[config.mk]
export PLATFORM = sky130hd
export DESIGN_NAME = cps_counters
export DESIGN_NICKNAME = d
export VERILOG_FILES = /design/src/hw/cps_pkg.sv /design/src/hw/cps_counters.sv
export SDC_FILE = /design/constraint.sdc
export NUM_CORES = 1
export LEC_CHECK = 0
export BUFFER_PORTS_ARGS = -buffer_cell sky130_fd_sc_hd__buf_2
export CAP_MARGIN = 20
export CORE_ASPECT_RATIO = 1.25
export CORE_UTILIZATION = 44
export CTS_CLUSTER_SIZE = 40
export DETAILED_ROUTE_END_ITERATION = 8
export HOLD_SLACK_MARGIN = 0.05
export PLACE_DENSITY = 0.76
export SYNTH_ARGS = -nofsm -noshare
export SYNTH_HDL_FRONTEND = slang
export SYNTH_SLANG_ARGS = --single-unit
[constraint.sdc]
create_clock -name clk_i -period 4 [get_ports clk_i]
set_clock_uncertainty 0.15 [all_clocks]
set_input_delay 0.8 -clock clk_i [delete_from_list [all_inputs] [get_ports clk_i]]
set_output_delay 0.8 -clock clk_i [all_outputs]
set_load 0.02 [all_outputs]
[src/hw/cps_pkg.sv]
// Package for the cache performance statistics counters
package cps_pkg;
  // Register byte offsets on the Wishbone bus
  localparam logic [7:0] CTRL_OFFSET = 8'h00;
  localparam logic [7:0] HIT_OFFSET = 8'h20;
  localparam logic [7:0] MISS_OFFSET = 8'h30;
  // Field position of the counters enable in the control register
  localparam int PERF_EN_BIT = 12;
  // Reset values
  localparam logic [31:0] COUNT_RESET = 32'h00000000;
  localparam logic PERF_EN_RESET = 1'b0;
  localparam logic [31:0] READ_ZERO = 32'h00000000;

  // Bus slave phase
  typedef enum logic [0:0] {
    CPS_IDLE = 1'b0,
    CPS_ACK = 1'b1
  } cps_phase_t;

  // Lookup result strobes from the cache lookup logic
  typedef struct packed {
    logic hit;
    logic miss;
  } cps_lookup_t;

  // Whole state of the block
  typedef struct packed {
    cps_phase_t phase;
    logic perf_en;
    logic [31:0] hit_count;
    logic [31:0] miss_count;
    logic ack;
    logic [31:0] rdata;
  } cps_state_t;
endpackage

[src/hw/cps_counters.sv]
// Hit and miss statistics counters with a classic Wishbone register slave
`timescale 1ns/1ps

module cps_counters #(
  parameter int CW = 32
) (
  input wire logic clk_i, // System clock, 100 MHz
  input wire logic rst_i, // Synchronous reset, active high
  input wire cps_pkg::cps_lookup_t lookup_i, // Hit and miss strobes
  input wire logic wb_cyc_i, // Wishbone cycle
  input wire logic wb_stb_i, // Wishbone strobe
  input wire logic wb_we_i, // Write enable
  input wire logic [7:0] wb_adr_i, // Byte address
  input wire logic [3:0] wb_sel_i, // Byte lanes
  input wire logic [31:0] wb_dat_i, // Write data
  output logic [31:0] wb_dat_o, // Read data
  output logic wb_ack_o, // Acknowledge
  output logic perf_en_o // Counters enable level
);

  cps_pkg::cps_state_t cur;
  cps_pkg::cps_state_t nxt;
  logic req;
  logic en_write;
  logic en_rise;

  // Word decode used for read and write
  function automatic logic [1:0] reg_sel(input logic [7:0] adr);
    if (adr == cps_pkg::CTRL_OFFSET) begin
      reg_sel = 2'h1;
    end else if (adr == cps_pkg::HIT_OFFSET) begin
      reg_sel = 2'h2;
    end else if (adr == cps_pkg::MISS_OFFSET) begin
      reg_sel = 2'h3;
    end else begin
      reg_sel = 2'h0;
    end
  endfunction

  // Control register readback, only the enable bit is implemented
  function automatic logic [31:0] read_ctrl(input logic en);
    read_ctrl = cps_pkg::READ_ZERO;
    read_ctrl[cps_pkg::PERF_EN_BIT] = en;
  endfunction

  // Request seen only while idle so each access gets exactly one ack
  assign req = wb_cyc_i && wb_stb_i && (cur.phase == cps_pkg::CPS_IDLE);
  assign en_write = req && wb_we_i && wb_sel_i[1] && (reg_sel(wb_adr_i) == 2'h1);
  assign en_rise = en_write && wb_dat_i[cps_pkg::PERF_EN_BIT] && !cur.perf_en;

  // Next state
  always_comb begin
    nxt = cur;
    nxt.ack = 1'b0;
    nxt.phase = cps_pkg::CPS_IDLE;
    if (req) begin
      nxt.ack = 1'b1;
      nxt.phase = cps_pkg::CPS_ACK;
      case (reg_sel(wb_adr_i))
        2'h1: nxt.rdata = read_ctrl(cur.perf_en);
        2'h2: nxt.rdata = cur.hit_count;
        2'h3: nxt.rdata = cur.miss_count;
        default: nxt.rdata = cps_pkg::READ_ZERO;
      endcase
    end
    // Writes to the count registers are ignored: hardware owns them
    if (en_write) begin
      nxt.perf_en = wb_dat_i[cps_pkg::PERF_EN_BIT];
    end
    // Counting uses the current enable; wrap at all ones is natural
    if (cur.perf_en && lookup_i.hit) begin
      nxt.hit_count = cur.hit_count + 32'h00000001;
    end
    if (cur.perf_en && lookup_i.miss) begin
      nxt.miss_count = cur.miss_count + 32'h00000001;
    end
    // Clear on rising enable wins over a same-cycle count
    if (en_rise) begin
      nxt.hit_count = cps_pkg::COUNT_RESET;
      nxt.miss_count = cps_pkg::COUNT_RESET;
    end
    if (rst_i) begin
      nxt.phase = cps_pkg::CPS_IDLE;
      nxt.perf_en = cps_pkg::PERF_EN_RESET;
      nxt.hit_count = cps_pkg::COUNT_RESET;
      nxt.miss_count = cps_pkg::COUNT_RESET;
      nxt.ack = 1'b0;
      nxt.rdata = cps_pkg::READ_ZERO;
    end
  end

  // State register
  always_ff @(posedge clk_i) begin
    cur <= nxt;
  end

  assign wb_dat_o = cur.rdata;
  assign wb_ack_o = cur.ack;
  assign perf_en_o = cur.perf_en;

  // Checks
  hit_count_a: assert property (@(posedge clk_i) disable iff (rst_i)
    (cur.perf_en && lookup_i.hit && !en_rise) |=> cur.hit_count == $past(cur.hit_count) + 32'h1)
    else $error("hit count did not step");
  miss_count_a: assert property (@(posedge clk_i) disable iff (rst_i)
    (cur.perf_en && lookup_i.miss && !en_rise) |=> cur.miss_count == $past(cur.miss_count) + 32'h1)
    else $error("miss count did not step");
  hit_clear_a: assert property (@(posedge clk_i) disable iff (rst_i)
    en_rise |=> cur.hit_count == 32'h0)
    else $error("hit count not cleared");
  miss_clear_a: assert property (@(posedge clk_i) disable iff (rst_i)
    en_rise |=> cur.miss_count == 32'h0)
    else $error("miss count not cleared");
  hit_reset_a: assert property (@(posedge clk_i)
    rst_i |=> cur.hit_count == 32'h0)
    else $error("hit count reset wrong");
  miss_reset_a: assert property (@(posedge clk_i)
    rst_i |=> cur.miss_count == 32'h0)
    else $error("miss count reset wrong");
  enable_bit_a: assert property (@(posedge clk_i) disable iff (rst_i)
    en_write |=> perf_en_o == $past(wb_dat_i[cps_pkg::PERF_EN_BIT]))
    else $error("enable bit not stored");
  hold_off_a: assert property (@(posedge clk_i) disable iff (rst_i)
    (!cur.perf_en && !en_rise) |=> $stable(cur.hit_count) && $stable(cur.miss_count))
    else $error("counter moved while disabled");
  ack_once_a: assert property (@(posedge clk_i) disable iff (rst_i)
    wb_ack_o |=> !wb_ack_o)
    else $error("ack held two cycles");
  hit_step_c: cover property (@(posedge clk_i) cur.perf_en && lookup_i.hit);
  miss_step_c: cover property (@(posedge clk_i) cur.perf_en && lookup_i.miss);
  clear_c: cover property (@(posedge clk_i) en_rise && cur.hit_count != 32'h0);
  wrap_c: cover property (@(posedge clk_i) cur.perf_en && lookup_i.hit && (&cur.hit_count));
  rearm_c: cover property (@(posedge clk_i) en_write && cur.perf_en && lookup_i.hit);

  // Further checks on the counters, the enable and the bus answer
  // Kept as one-step implications so a failure points at one edge

  // Hit count only steps by one, clears, or holds
  hit_step_a: assert property (@(posedge clk_i) disable iff (rst_i)
    1'b1
    |=> $stable(cur.hit_count) || (cur.hit_count == 32'h0)
    || (cur.hit_count == $past(cur.hit_count) + 32'h1))
    else $error("hit count moved by more than one");

  // Miss count only steps by one, clears, or holds
  miss_step_a: assert property (@(posedge clk_i) disable iff (rst_i)
    1'b1
    |=> $stable(cur.miss_count) || (cur.miss_count == 32'h0)
    || (cur.miss_count == $past(cur.miss_count) + 32'h1))
    else $error("miss count moved by more than one");

  // No hit strobe, no hit step
  hit_idle_a: assert property (@(posedge clk_i) disable iff (rst_i)
    (cur.perf_en && !lookup_i.hit)
    |=> $stable(cur.hit_count))
    else $error("hit count stepped without a hit");

  // No miss strobe, no miss step
  miss_idle_a: assert property (@(posedge clk_i) disable iff (rst_i)
    (cur.perf_en && !lookup_i.miss)
    |=> $stable(cur.miss_count))
    else $error("miss count stepped without a miss");

  // Only a rising enable or a wrap from all ones may clear a nonzero hit count
  hit_keep_a: assert property (@(posedge clk_i) disable iff (rst_i)
    ((cur.hit_count != 32'h0) && !en_rise && !(&cur.hit_count))
    |=> cur.hit_count != 32'h0)
    else $error("hit count cleared without a rising enable");

  // Only a rising enable or a wrap from all ones may clear a nonzero miss count
  miss_keep_a: assert property (@(posedge clk_i) disable iff (rst_i)
    ((cur.miss_count != 32'h0) && !en_rise && !(&cur.miss_count))
    |=> cur.miss_count != 32'h0)
    else $error("miss count cleared without a rising enable");

  // Rewriting a set enable must not clear, a classic driver slip
  rewrite_keep_a: assert property (@(posedge clk_i) disable iff (rst_i)
    (en_write && cur.perf_en && (cur.hit_count != 32'h0) && !(&cur.hit_count))
    |=> cur.hit_count != 32'h0)
    else $error("hit count cleared by a repeated enable");

  // Silent wrap of the hit count
  hit_wrap_a: assert property (@(posedge clk_i) disable iff (rst_i)
    (cur.perf_en && lookup_i.hit && (&cur.hit_count))
    |=> cur.hit_count == 32'h0)
    else $error("hit count did not wrap");

  // Silent wrap of the miss count
  miss_wrap_a: assert property (@(posedge clk_i) disable iff (rst_i)
    (cur.perf_en && lookup_i.miss && (&cur.miss_count))
    |=> cur.miss_count == 32'h0)
    else $error("miss count did not wrap");

  // Both strobes in one cycle step both counts
  both_step_a: assert property (@(posedge clk_i) disable iff (rst_i)
    (cur.perf_en && lookup_i.hit && lookup_i.miss)
    |=> !$stable(cur.hit_count) && !$stable(cur.miss_count))
    else $error("paired strobes not both counted");

  // Bus writes never reach the hit count
  hit_ro_a: assert property (@(posedge clk_i) disable iff (rst_i)
    (req && wb_we_i && (reg_sel(wb_adr_i) == 2'h2) && !(cur.perf_en && lookup_i.hit))
    |=> $stable(cur.hit_count))
    else $error("hit count written by software");

  // Bus writes never reach the miss count
  miss_ro_a: assert property (@(posedge clk_i) disable iff (rst_i)
    (req && wb_we_i && (reg_sel(wb_adr_i) == 2'h3) && !(cur.perf_en && lookup_i.miss))
    |=> $stable(cur.miss_count))
    else $error("miss count written by software");

  // Hit count read returns the value at the taking edge
  read_hit_a: assert property (@(posedge clk_i) disable iff (rst_i)
    (req && !wb_we_i && (reg_sel(wb_adr_i) == 2'h2))
    |=> wb_dat_o == $past(cur.hit_count))
    else $error("hit count read wrong");

  // Miss count read returns the value at the taking edge
  read_miss_a: assert property (@(posedge clk_i) disable iff (rst_i)
    (req && !wb_we_i && (reg_sel(wb_adr_i) == 2'h3))
    |=> wb_dat_o == $past(cur.miss_count))
    else $error("miss count read wrong");

  // Control read shows the enable alone, other bits zero
  read_ctrl_a: assert property (@(posedge clk_i) disable iff (rst_i)
    (req && !wb_we_i && (reg_sel(wb_adr_i) == 2'h1))
    |=> (wb_dat_o[cps_pkg::PERF_EN_BIT] == $past(cur.perf_en))
    && (wb_dat_o[31:13] == 19'h00000) && (wb_dat_o[11:0] == 12'h000))
    else $error("control read wrong");

  // Unmapped reads answer zero
  read_gap_a: assert property (@(posedge clk_i) disable iff (rst_i)
    (req && !wb_we_i && (reg_sel(wb_adr_i) == 2'h0))
    |=> wb_dat_o == 32'h00000000)
    else $error("unmapped read not zero");

  // Enable moves only on a control write
  en_hold_a: assert property (@(posedge clk_i) disable iff (rst_i)
    !en_write
    |=> $stable(perf_en_o))
    else $error("enable moved without a write");

  // Without the byte lane of bit 12 the enable is left alone
  en_lane_a: assert property (@(posedge clk_i) disable iff (rst_i)
    (req && wb_we_i && (reg_sel(wb_adr_i) == 2'h1) && !wb_sel_i[1])
    |=> $stable(perf_en_o))
    else $error("enable written through a closed lane");

  // Writing one sets the enable
  en_set_a: assert property (@(posedge clk_i) disable iff (rst_i)
    (en_write && wb_dat_i[cps_pkg::PERF_EN_BIT])
    |=> perf_en_o)
    else $error("enable not set");

  // Writing zero clears the enable
  en_clear_a: assert property (@(posedge clk_i) disable iff (rst_i)
    (en_write && !wb_dat_i[cps_pkg::PERF_EN_BIT])
    |=> !perf_en_o)
    else $error("enable not cleared");

  // Every taken request is answered on the next edge
  ack_take_a: assert property (@(posedge clk_i) disable iff (rst_i)
    req
    |=> wb_ack_o)
    else $error("request not acknowledged");

  // No answer without a taken request
  ack_cause_a: assert property (@(posedge clk_i) disable iff (rst_i)
    !req
    |=> !wb_ack_o)
    else $error("ack without a request");

  // Read data stands until the next taken request
  data_hold_a: assert property (@(posedge clk_i) disable iff (rst_i)
    !req
    |=> $stable(wb_dat_o))
    else $error("read data changed while idle");

  // Reset drops the answer
  rst_ack_a: assert property (@(posedge clk_i)
    rst_i
    |=> !wb_ack_o)
    else $error("ack high after reset");

  // Reset disables counting
  rst_en_a: assert property (@(posedge clk_i)
    rst_i
    |=> !perf_en_o)
    else $error("enable high after reset");

  // Reset zeroes the read data
  rst_data_a: assert property (@(posedge clk_i)
    rst_i
    |=> wb_dat_o == 32'h00000000)
    else $error("read data not zero after reset");

endmodule // cps_counters

==> impl_metrics.ini <==
[synthesis]
ys_ff_latch = 98
ys_warn_count = 0
synth.avg_cell_area_um2 = 8.62
synth.distinct_cells = 41
synth_area_leaders = dfxtp_1 (41%), a2bb2oi_1 (5.7%), buf_4 (5.1%)
synth_seq_area_share_pct = 41.3
netlist.area_leader.share_pct = 41.3
syn_area_mm2 = 0.00475
synthArstFlopShare_pct = 0
syn_nets = 604
synth_edf_count = 0
netlist_instances = 551
synthFlopType = dfxtp_1
yosys.area.top_type = dfxtp_1

[min_path]
hold_start = wb_dat_o[12]
hold_path_end = wb_dat_o[12]
worstHoldPathType = reg2reg
hold_depth = 2

[sta]
setup_viol = 0
fmax_mhz = 374
hold_viol = 0
rsz0062_at_grt = false
finalMaxSlewViolations = 0
tns_ns = 0
fin_ws_ns = 1.32
min_period_over_period_pct = 66.9
min_period_ns = 2.68
worstMarginPinSlew_ns = 0.812
slew_headroom_pct = 45.7

[power_and_ir_drop]
p_sw_mw = 0.414
ir_drop_uv = 169
power_frac_comb_pct = 2.6
internal_power_mw = 1.47
total_power_mw = 1.88
p_clk_share_pct = 45.5
pwr-share-seq_pct = 51.9
p_per_area_mw_per_mm2 = 364
switching_share_pct = 22.0
p_leak_nw = 1.69

[floorplan]
rows = 42
pin_count = 85
core-area_mm2 = 0.0106
dieWidth_um = 95.0
die_y_um = 118
die-area_mm2 = 0.0112
start_util_pct = 45.0

[global_route]
grt_max_degree = 65
grt_pass1_wl_mm = 18.4
antenna_found_initial = 0
grt_pass1_vias = 3921
grt-ovfl-total = 0
grt_usage_pct = 20.9

[worst_setup_path]
cp_common_cell = buf_4
cpPeakStageDelay_ns = 0.70
crit_required_ns = 4.06
r2r-start = perf_en_o
slowest_stage = o211ai_1
worstPathCellList = buf_2 > nor4bb_4 > buf_4 > o211ai_1 > buf_4 > a2bb2oi_1 > nor2_1
worstReg2RegEnd = cur[88]
r2r_setup_slack_ns = 1.34
critPathCaptureType = flop
critical-path-top-delay-family = compound AO/OA/AOI/OAI gates
crit_buf_inv = 3
worstSetupPathType = in2reg
critical_path.max_fanout = 33
ff2ff_path_depth = 4
cp-start-kind = input pin
cp.arrival_ns = 2.73

[run]
maxCapViolCount = 0

[clock_network]
cts_tree = built
cts_buffers = 9
ctsHtreeMaxLevel = 3
clk_pin_slew_ns = 0.07
cts.sinks = 98
postCtsSetupBuffers = 0
cts_buffer_depth = 2
cts_resized = 0
cts_root_buffer = clkbuf_16
clock_latency_ns = 0.35
ctsHoldBuffers = 0

[route]
wl_per_cell_um = 16.4
firstDrtPassIters = 5
via_per_inst = 6.07
drcViolationCount = 0
drt_iter0_drc = 247
vias = 4174
antenna_left = 0
routed_wl_mm = 11.3

[final_layout]
area_growth_pct = 8.72
layout-drive-gt1-share_pct = 14.6
diodes = 0
nets = 604

[place]
place_congestion = 0.783
dpl.hpwl_mm = 7.71
portBuffers = 50
pre_cts_ws_ns = 0.990

[status]
status = complete, no violations
## kinds of logic after synthesis
| kind of cell | Yosys count | synth area share [%] |
|---|---|---|
| AO/OA/AOI/OAI | 150 | 21.5 |
| XOR/XNOR | 21 | 3.87 |
| adder cells (fa/ha/maj) | 2 | 0.527 |
| buffers and inverters | 79 | 8.98 |
| flip-flops | 98 | 41.3 |
| multiplexers | 2 | 0.448 |
| AND/OR/NAND/NOR | 199 | 23.4 |
## cells in the mapped netlist (2+ instances only)
cell / count
a21oi_1: 44
a22oi_1: 31
a2bb2oi_1: 31
and2_1: 3
and3_1: 4
and3b_1: 2
and4_1: 8
buf_1: 3
buf_2: 2
buf_4: 32
clkbuf_1: 30
dfxtp_1: 98
ha_1: 2
inv_1: 11
nand2_1: 24
nand3_1: 25
nand4_1: 15
nand4bb_1: 2
nor2_1: 56
nor3_1: 4
nor4_1: 5
o21ai_0: 15
o31ai_1: 24
o41ai_1: 2
or3_1: 14
or4_1: 29
or4_4: 2
xnor2_1: 10
xor2_1: 11
## how the worst max path moves through the flow
| stage | slack [ns] | from | cells after the start | end |
|---|---|---|---|---|
| final | 1.32 | wb_adr_i[4] | 7 | wb_dat_o[30] |
| after global routing | 1.17 | wb_adr_i[4] | 7 | wb_dat_o[30] |
| after global placement | 1.08 | wb_adr_i[4] | 7 | wb_dat_o[25] |
| after CTS | 1.34 | perf_en_o | 4 | cur[88] |
| after detailed placement | 0.99 | wb_adr_i[4] | 7 | wb_dat_o[30] |
| after floorplan | 1.58 | wb_adr_i[1] | 6 | cur[65] |
## power groups by stage
stage               registers (mW)  clock network, mW  logic, mW
floorplan                    0.999                  0     0.0261
global placement             0.998                  0     0.0468
detailed placement           0.998                  0     0.0482
CTS                          0.976              0.866     0.0482
global route                 0.975              0.908     0.0526
finish                       0.976              0.855     0.0488
## worst reg2reg max path: cells and delay by family, from the launching register on
family	cells	cell delay, ns
compound gates	1	0.16
simple gates	3	1.64
flops	1	0.64
## metrics by stage
stage	utilization, %	cells	hold WS, ns	cell area [um^2]
finish	48.9	688	0.305	5170
global route	48.9	688	0.346	5170
CTS	48.9	688	0.312	5170
detailed placement	46.1	672	0.304	4870
global placement	46.1	672	0.292	4870
floorplan	-	551	0.282	4750
## per-layer routing
metal  track usage [%]  vias to the layer above  routed length (um)
li1                  -                     2036                   -
met1              24.3                     1988                4580
met2              35.7                      121                5870
met3              4.18                       29                 466
met4              10.1                        0                 334
met5                 0                        -                   0
## cell usage in the layout, fill, tap and decap left out, types with 24 or more instances in the layout
| master | n |
|---|---|
| a22oi_1 | 31 |
| nand3_1 | 25 |
| nor2_1 | 56 |
| dfxtp_1 | 98 |
| nand2_1 | 24 |
| buf_2 | 50 |
| o31ai_1 | 24 |
| a2bb2oi_1 | 31 |
| a21oi_1 | 44 |
| or4_1 | 29 |
## flip-flops by register name (all words and copies together) (netlist names)
signal and count:
cur 65, wb_dat_o 32, perf_en_o 1
## cell type report
class | count | area [um^2]
Fill cell | 971 | 5400
Multi-Input combinational cell | 374 | 2400
Clock inverter | 4 | 32.5
Timing Repair Buffer | 57 | 303
Sequential cell | 98 | 1960
Tap cell | 132 | 165
Clock buffer | 12 | 267
Inverter | 11 | 41.3
No activity file was read; power rests on OpenSTA's default activity.
